**src/pmr_pkg.sv**
```systemverilog
// pmr_pkg: constants for the transceiver management register bank
// assumes: registers sit on an apb word grid, byte address = index * 4
package pmr_pkg;
    // ----------------------------------------
    // register indices
    // ----------------------------------------
    localparam int unsigned APB_AW = 8;
    localparam logic [5:0] IDX_BSTAT = 6'h01;
    localparam logic [5:0] IDX_IDHI = 6'h02;
    localparam logic [5:0] IDX_IDLO = 6'h03;
    localparam logic [5:0] IDX_ADV = 6'h04;
    localparam logic [5:0] IDX_LPBP = 6'h05;
    localparam logic [5:0] IDX_EXP = 6'h06;
    localparam logic [5:0] IDX_NPTX = 6'h07;
    localparam logic [5:0] IDX_NPRX = 6'h08;
    localparam logic [5:0] IDX_GCTL = 6'h09;
    localparam logic [5:0] IDX_GSTS = 6'h0A;
    localparam logic [5:0] IDX_GEXT = 6'h0F;
    // ----------------------------------------
    // field positions
    // ----------------------------------------
    localparam int unsigned BS_JAB = 1;
    localparam int unsigned BS_LINK = 2;
    localparam int unsigned BS_RF = 4;
    localparam int unsigned BS_ANC = 5;
    localparam int unsigned EXP_PGRX = 1;
    localparam int unsigned EXP_PDF = 4;
    // ----------------------------------------
    // reset and fixed values
    // ----------------------------------------
    localparam logic [15:0] BSTAT_FIXED = 16'h7949;
    localparam logic [15:0] EXP_FIXED = 16'h0004;
    localparam logic [15:0] GEXT_VAL = 16'h3000;
    localparam logic [4:0] ADV_SEL = 5'h01;
    localparam logic [3:0] ADV_TECH_RST = 4'hF;
    localparam logic [10:0] NPT_MSG_RST = 11'h001;
    localparam logic NPT_MP_RST = 1'b1;
    localparam logic [7:0] GCTL_RST = 8'h00;
    // ----------------------------------------
    // test mode codes
    // ----------------------------------------
    localparam logic [2:0] TM_JITTER = 3'h1;
    localparam logic [2:0] TM_JIT_MST = 3'h2;
    localparam logic [2:0] TM_JIT_SLV = 3'h3;
    localparam logic [2:0] TM_DISTORT = 3'h4;
endpackage : pmr_pkg

```
**src/pmr_regs.sv**
```systemverilog
// pmr_regs: management register bank of the ethernet transceiver
// assumes: apb master on clk_sys; status inputs come from phy core logic on clk_sys
`timescale 1ns/1ps
`default_nettype none

module pmr_regs #(
    // arbitrary identifier values
    parameter logic [15:0] ORG_ID_HIGH = 16'h0A5A,
    parameter logic [15:0] ORG_ID_LOW = 16'h5A30
) (
    input wire logic clk_sys,
    input wire logic reset,
    input wire logic psel,
    input wire logic penable,
    input wire logic pwrite,
    input wire logic [pmr_pkg::APB_AW-1:0] paddr,
    input wire logic [31:0] pwdata,
    input wire logic [3:0] pstrb,
    output logic pready,
    output logic [31:0] prdata,
    output logic pslverr,
    input wire logic linkUp,
    input wire logic jabber,
    input wire logic anComplete,
    input wire logic remoteFaultEvt,
    input wire logic [15:0] partnerBasePage,
    input wire logic [15:0] partnerNextPage,
    input wire logic pageRxEvt,
    input wire logic parallelFaultEvt,
    input wire logic partnerNpAble,
    input wire logic partnerAnAble,
    input wire logic npAck2,
    input wire logic npToggle,
    input wire logic msConfigFault,
    input wire logic msResolvedMaster,
    input wire logic localRxOk,
    input wire logic remoteRxOk,
    input wire logic partnerGigFull,
    input wire logic partnerGigHalf,
    input wire logic [7:0] idleErrMsb,
    output logic [15:0] advWord,
    output logic [15:0] nextPageWord,
    output logic testJitter,
    output logic testJitterMaster,
    output logic testJitterSlave,
    output logic testDistortion,
    output logic msForceMaster,
    output logic msForceSlave,
    output logic msPreferMaster,
    output logic advGigFull,
    output logic advGigHalf
);
    // ----------------------------------------
    // state
    // ----------------------------------------
    typedef struct packed {
        logic advNp;
        logic advRf;
        logic advAsym;
        logic advPause;
        logic [3:0] advTech;
        logic nptNp;
        logic nptMp;
        logic [10:0] nptMsg;
        logic [7:0] gctl;
        logic linkLat;
        logic rfLat;
        logic pageLat;
        logic pdfLat;
        logic [31:0] rdata;
    } pmr_state_t;

    pmr_state_t state_ff;
    pmr_state_t nxt_state;
    logic [5:0] idx;
    logic setup;
    logic access;
    logic rdBs;
    logic rdEx;

    function automatic logic isMapped(input logic [5:0] i);
        isMapped = (i >= pmr_pkg::IDX_BSTAT && i <= pmr_pkg::IDX_GSTS)
            || i == pmr_pkg::IDX_GEXT;
    endfunction : isMapped

    // byte lanes 0 and 1 carry the 16-bit register, upper lanes are ignored
    function automatic logic [15:0] mergeLanes(input logic [15:0] old,
        input logic [15:0] wd, input logic [1:0] strb);
        mergeLanes = {strb[1] ? wd[15:8] : old[15:8], strb[0] ? wd[7:0] : old[7:0]};
    endfunction : mergeLanes

    assign idx = paddr[7:2];
    assign setup = psel && !penable;
    assign access = psel && penable;
    assign rdBs = access && !pwrite && idx == pmr_pkg::IDX_BSTAT;
    assign rdEx = access && !pwrite && idx == pmr_pkg::IDX_EXP;

    // ----------------------------------------
    // next state
    // ----------------------------------------
    always_comb begin
        logic [15:0] rw;
        logic [15:0] w;
        rw = 16'h0000;
        w = 16'h0000;
        nxt_state = state_ff;
        unique case (idx)
            pmr_pkg::IDX_BSTAT: begin
                rw = pmr_pkg::BSTAT_FIXED;
                rw[pmr_pkg::BS_LINK] = state_ff.linkLat;
                rw[pmr_pkg::BS_JAB] = jabber;
                rw[pmr_pkg::BS_RF] = state_ff.rfLat;
                rw[pmr_pkg::BS_ANC] = anComplete;
            end
            pmr_pkg::IDX_IDHI: rw = ORG_ID_HIGH;
            pmr_pkg::IDX_IDLO: rw = ORG_ID_LOW;
            pmr_pkg::IDX_ADV: rw = advWord;
            // partner words only mean something once negotiation is done
            pmr_pkg::IDX_LPBP: rw = anComplete ? partnerBasePage : 16'h0000;
            pmr_pkg::IDX_EXP: begin
                rw = pmr_pkg::EXP_FIXED;
                rw[pmr_pkg::EXP_PDF] = state_ff.pdfLat;
                rw[3] = partnerNpAble;
                rw[pmr_pkg::EXP_PGRX] = state_ff.pageLat;
                rw[0] = partnerAnAble;
            end
            pmr_pkg::IDX_NPTX: rw = nextPageWord;
            pmr_pkg::IDX_NPRX: rw = anComplete ? {1'b0, partnerNextPage[14:0]} : 16'h0000;
            pmr_pkg::IDX_GCTL: rw = {state_ff.gctl, 8'h00};
            pmr_pkg::IDX_GSTS: rw = {msConfigFault, msResolvedMaster,
                localRxOk, remoteRxOk,
                partnerGigFull, partnerGigHalf,
                2'b00, idleErrMsb};
            pmr_pkg::IDX_GEXT: rw = pmr_pkg::GEXT_VAL;
            default: rw = 16'h0000;
        endcase
        // read word is captured at the setup edge so prdata comes from a flop
        if (setup && !pwrite) begin
            nxt_state.rdata = {16'h0000, rw};
        end
        // writes land at the access edge; read-only indices simply drop them
        if (access && pwrite) begin
            unique case (idx)
                pmr_pkg::IDX_ADV: begin
                    w = mergeLanes(advWord, pwdata[15:0], pstrb[1:0]);
                    nxt_state.advNp = w[15];
                    nxt_state.advRf = w[13];
                    nxt_state.advAsym = w[11];
                    nxt_state.advPause = w[10];
                    nxt_state.advTech = w[8:5];
                end
                pmr_pkg::IDX_NPTX: begin
                    w = mergeLanes(nextPageWord, pwdata[15:0], pstrb[1:0]);
                    nxt_state.nptNp = w[15];
                    nxt_state.nptMp = w[13];
                    nxt_state.nptMsg = w[10:0];
                end
                pmr_pkg::IDX_GCTL: begin
                    w = mergeLanes({state_ff.gctl, 8'h00}, pwdata[15:0], pstrb[1:0]);
                    nxt_state.gctl = w[15:8];
                end
                default: nxt_state.gctl = state_ff.gctl;
            endcase
        end
        // a read clears only what it showed, so an event after capture survives
        nxt_state.linkLat = linkUp
            && (state_ff.linkLat || (rdBs && !state_ff.rdata[pmr_pkg::BS_LINK]));
        nxt_state.rfLat = remoteFaultEvt
            || (state_ff.rfLat && !(rdBs && state_ff.rdata[pmr_pkg::BS_RF]));
        nxt_state.pageLat = pageRxEvt
            || (state_ff.pageLat && !(rdEx && state_ff.rdata[pmr_pkg::EXP_PGRX]));
        nxt_state.pdfLat = parallelFaultEvt
            || (state_ff.pdfLat && !(rdEx && state_ff.rdata[pmr_pkg::EXP_PDF]));
    end

    always_ff @(posedge clk_sys or posedge reset) begin
        if (reset) begin
            state_ff <= '{advNp: 1'b0, advRf: 1'b0, advAsym: 1'b0, advPause: 1'b0,
                advTech: pmr_pkg::ADV_TECH_RST, nptNp: 1'b0, nptMp: pmr_pkg::NPT_MP_RST,
                nptMsg: pmr_pkg::NPT_MSG_RST, gctl: pmr_pkg::GCTL_RST, linkLat: 1'b0,
                rfLat: 1'b0, pageLat: 1'b0, pdfLat: 1'b0, rdata: 32'h0000_0000};
        end else begin
            state_ff <= nxt_state;
        end
    end

    // ----------------------------------------
    // outputs
    // ----------------------------------------
    // zero wait states: the answer is always ready in the access phase
    assign pready = access;
    assign pslverr = access && !isMapped(idx);
    assign prdata = state_ff.rdata;
    assign advWord = {state_ff.advNp, 1'b0, state_ff.advRf, 1'b0, state_ff.advAsym,
        state_ff.advPause, 1'b0, state_ff.advTech, pmr_pkg::ADV_SEL};
    assign nextPageWord = {state_ff.nptNp, 1'b0, state_ff.nptMp, npAck2, npToggle,
        state_ff.nptMsg};
    // reserved codes 5 to 7 leave every test output low
    assign testJitter = state_ff.gctl[7:5] == pmr_pkg::TM_JITTER;
    assign testJitterMaster = state_ff.gctl[7:5] == pmr_pkg::TM_JIT_MST;
    assign testJitterSlave = state_ff.gctl[7:5] == pmr_pkg::TM_JIT_SLV;
    assign testDistortion = state_ff.gctl[7:5] == pmr_pkg::TM_DISTORT;
    assign msForceMaster = state_ff.gctl[4] && state_ff.gctl[3];
    assign msForceSlave = state_ff.gctl[4] && !state_ff.gctl[3];
    assign msPreferMaster = !state_ff.gctl[4] && state_ff.gctl[2];
    assign advGigFull = state_ff.gctl[1];
    assign advGigHalf = state_ff.gctl[0];
endmodule : pmr_regs

`default_nettype wire

```
**config.mk**
```make
export PLATFORM = sky130hd
export DESIGN_NAME = pmr_regs
export DESIGN_NICKNAME = d
export VERILOG_FILES = /design/src/pmr_pkg.sv /design/src/pmr_regs.sv
export SDC_FILE = /design/constraint.sdc
export NUM_CORES = 1
export LEC_CHECK = 0
export ABC_AREA = 1
export BUFFER_PORTS_ARGS = -buffer_cell sky130_fd_sc_hd__buf_2
export CORE_MARGIN = 2
export CORE_UTILIZATION = 42
export DETAILED_ROUTE_END_ITERATION = 6
export PLACE_DENSITY = 0.78
export RECOVER_POWER = 50
export SYNTH_ARGS = -nofsm -noshare
export SYNTH_HDL_FRONTEND = slang
export SYNTH_SLANG_ARGS = --single-unit
```
**constraint.sdc**
```tcl
create_clock -name clk_sys -period 1.3 [get_ports clk_sys]
set_input_delay 0.065 -clock clk_sys [delete_from_list [all_inputs] [get_ports clk_sys]]
set_output_delay 0.065 -clock clk_sys [all_outputs]
set_load 0.1 [all_outputs]
```
==> results.json <==
{
  "ctsRootBufferMaster": "clkbuf_8",
  "die_x_um": 95.50,
  "peakVddDrop_mv": 0.3883,
  "dp_cells": 755,
  "synth_edf_count": 0,
  "antenna_found_initial": 0,
  "syn-cell-area_mm2": 0.003516,
  "nets": 779,
  "place_congestion": 0.9661,
  "place_hpwl_mm": 8.540,
  "drc": 0,
  "synth.most_common_cell": "nand2_1",
  "drt-total-wl_mm": 10.69,
  "drv_slew": 0,
  "period_needed_ps": 1316,
  "grt_pass1_wl_mm": 16.77,
  "wl_met3_um": 753,
  "grt_max_degree": 50,
  "hold_viol_final": 0,
  "ys_seq_elements": 49,
  "critPathLaunchType": "flip-flop",
  "synth_warnings": 0,
  "clockBufferDepth": 2,
  "vias": 3592,
  "rows": 33,
  "tightestPinTransition_ps": 668.6,
  "seq_area_frac_synth": 0.3509,
  "post_dp_cell_area_mm2": 0.004472,
  "antenna_cells": 0,
  "synth.avg_cell_area_um2": 6.671,
  "worstSetupPathType": "flip-flop to primary output",
  "async_reset_ff_frac": 1.000,
  "cp_max_fo": 6,
  "die_area_mm2": 0.009119,
  "violations": "negative setup slack",
  "die_h_um": 95.50,
  "clock-sinks": 49,
  "drt-vias-per-instance": 4.605,
  "path_clk_slew_ps": 100,
  "ant_nets": 0,
  "first_iter_violations": 210,
  "relSlewSlack": 0.5543,
  "io_pins": 180,
  "cp-end-kind": "primary output",
  "synth_top_cell_area_share": 0.3060,
  "cap_violations": 0,
  "fillers": 791,
  "worstPathRequired_ps": 1240,
  "first_pass_iters": 5,
  "grt.total_usage": 0.2403,
  "power_mw": 3.963,
  "grt_pass1_vias": 3317,
  "syn_to_final_growth_pct": 34.48,
  "worst_slack_ps": -15.66,
  "cts_tree": "built",
  "rsz0062_at_grt": "true",
  "wl_met2_mm": 5.035,
  "stdcell_count": 780,
  "p_leak_nw": 2.769,
  "hold_slack_ps": 4.054,
  "finalCritPeriodShare": 1.012,
  "yosysTopAreaCell": "dfrtp_1",
  "highest_layer": "met4",
  "met1_length_mm": 4.660,
  "finClkSkew_ps": 4.072,
  "insertion_delay_ps": 300,
  "ys_types": 30,
  "initial_core_util": 0.4301,
  "powerDensity_mw_per_mm2": 838.1,
  "hold_path.class": "primary input to flip-flop",
  "yosys_most_used_dff": "dfrtp_1",
  "final_area_mm2": 0.004728,
  "multiInputGateArea_mm2": 0.001720,
  "core_area_mm2": 0.008175,
  "yosys-top-cells-count": "nand2_1, buf_4, nor2_1",
  "status": "complete, but fails checks",
  "cts_buffers": 5,
  "drive_gt1_frac": 0.3452,
  "io_buffers": 133,
  "h-tree-depth": 2,
  "dp_worst_setup_slack_ps": -116.9,
  "globalRouteOverflowTotal": 0,
  "setup_viol": 3,
  "synth.area.top_cells": "dfrtp_1, nand2_1, buf_4, nor2_1, nand3_1",
  "timing.fmax_mhz": 760.1,
  "worstPathArrival_ps": 1250,
  "final-seq-area_mm2": 0.001241,
  "wl_per_cell_um": 13.70,
  "syn-instance-count": 527
}
-- through the flow --
| step | utilization | TNS [ps] |
|---|---|---|
| 2_1_floorplan | - | -1684 |
| 3_3_place_gp | 0.5470 | -1863 |
| 3_5_place_dp | 0.5470 | -2469 |
| 4_1_cts | 0.5773 | -144.8 |
| 5_1_grt | 0.5784 | -623.0 |
| 6_report | 0.5784 | -33.48 |
-- path summary, 6_finish.rpt --
path | from | end | slack (ps) | cells past startpoint
worst max-delay path | state_ff[43]$_DFFE_PP0P_ | testJitterSlave | -20 | 2
worst min-delay path | pwdata[2] | nextPageWord[2]$_DFFE_PP0P_ | 4 | 3
worst max register to register | state_ff[42]$_DFFE_PP0P_ | prdata[14]$_DFFE_PP0P_ | 150 | 7
worst min register to register | prdata[11]$_DFFE_PP0P_ | prdata[11]$_DFFE_PP0P_ | 490 | 2
max in group asynchronous | reset | state_ff[42]$_DFFE_PP0P_ | 320 | 4
min in group asynchronous | reset | nextPageWord[9]$_DFFE_PP0P_ | 510 | 4
-- cells in the final DEF, fill, tap and decap left out, types with 5 or more instances in the layout --
master | netlist | final
conb_1 | 2 | 25
nor2_2 | 4 | 8
o21ai_0 | 14 | 14
dfstp_2 | 6 | 6
nand3_1 | 43 | 43
o21ai_2 | 7 | 7
dfrtp_2 | 0 | 6
buf_2 | 4 | 116
dlygate4sd3_1 | 0 | 12
buf_4 | 64 | 38
inv_1 | 51 | 47
nor2_1 | 61 | 57
dfrtp_1 | 43 | 37
clkbuf_2 | 0 | 6
buf_12 | 1 | 14
clkbuf_8 | 0 | 5
a21oi_1 | 12 | 12
nand2_1 | 185 | 181
-- kinds of logic (layout without fill, tap and decap cells) --
| group | count (synthesis) | in the layout | share of synthesized area |
|---|---|---|---|
| compound gates | 38 | 38 | 0.06548 |
| buf+inv | 128 | 253 | 0.2132 |
| flops | 49 | 49 | 0.3509 |
| other cells | 2 | 25 | 0.002136 |
| simple gates | 310 | 310 | 0.3683 |
-- where the power goes --
part / internal (mW) / switching, mW
logic: 0.325 / 1.08
registers: 1.58 / 0.0525
clock network: 0.383 / 0.538
total: 2.29 / 1.67
-- sequential cells by signal, summed over array words and instances (netlist names) --
name and cells:
nextPageWord 13, advGigHalf 1, advWord 8, state_ff 10, advGigFull 1, prdata 16
-- critical path, stage by stage, from the launching register on --
cell and delay [ps]:
dfrtp_2 510, nor3_4 230, buf_12 200
-- cell type report --
cell class,count,share of cell area
multi-input combinational,373,0.3639
inverter,52,0.04313
tap,105,0.02779
sequential,49,0.2625
clock buffer,5,0.01455
timing repair buffer,193,0.2837
clock inverter,3,0.004499
-- metal layers --
layer	global-route usage	vias up
met5	0	-
met4	0.05476	0
met3	0.03004	24
met2	0.4026	156
met1	0.3325	1587
li1	-	1825
-- timing repair --
item	CTS	global route
gates resized for setup	8	8
hold buffers	12	0
endpoints found under the setup margin	5	6
endpoints found under the hold margin	54	0
buffers inserted	2	3
pin swaps	5	5
No activity file was read; power rests on OpenSTA's default activity.
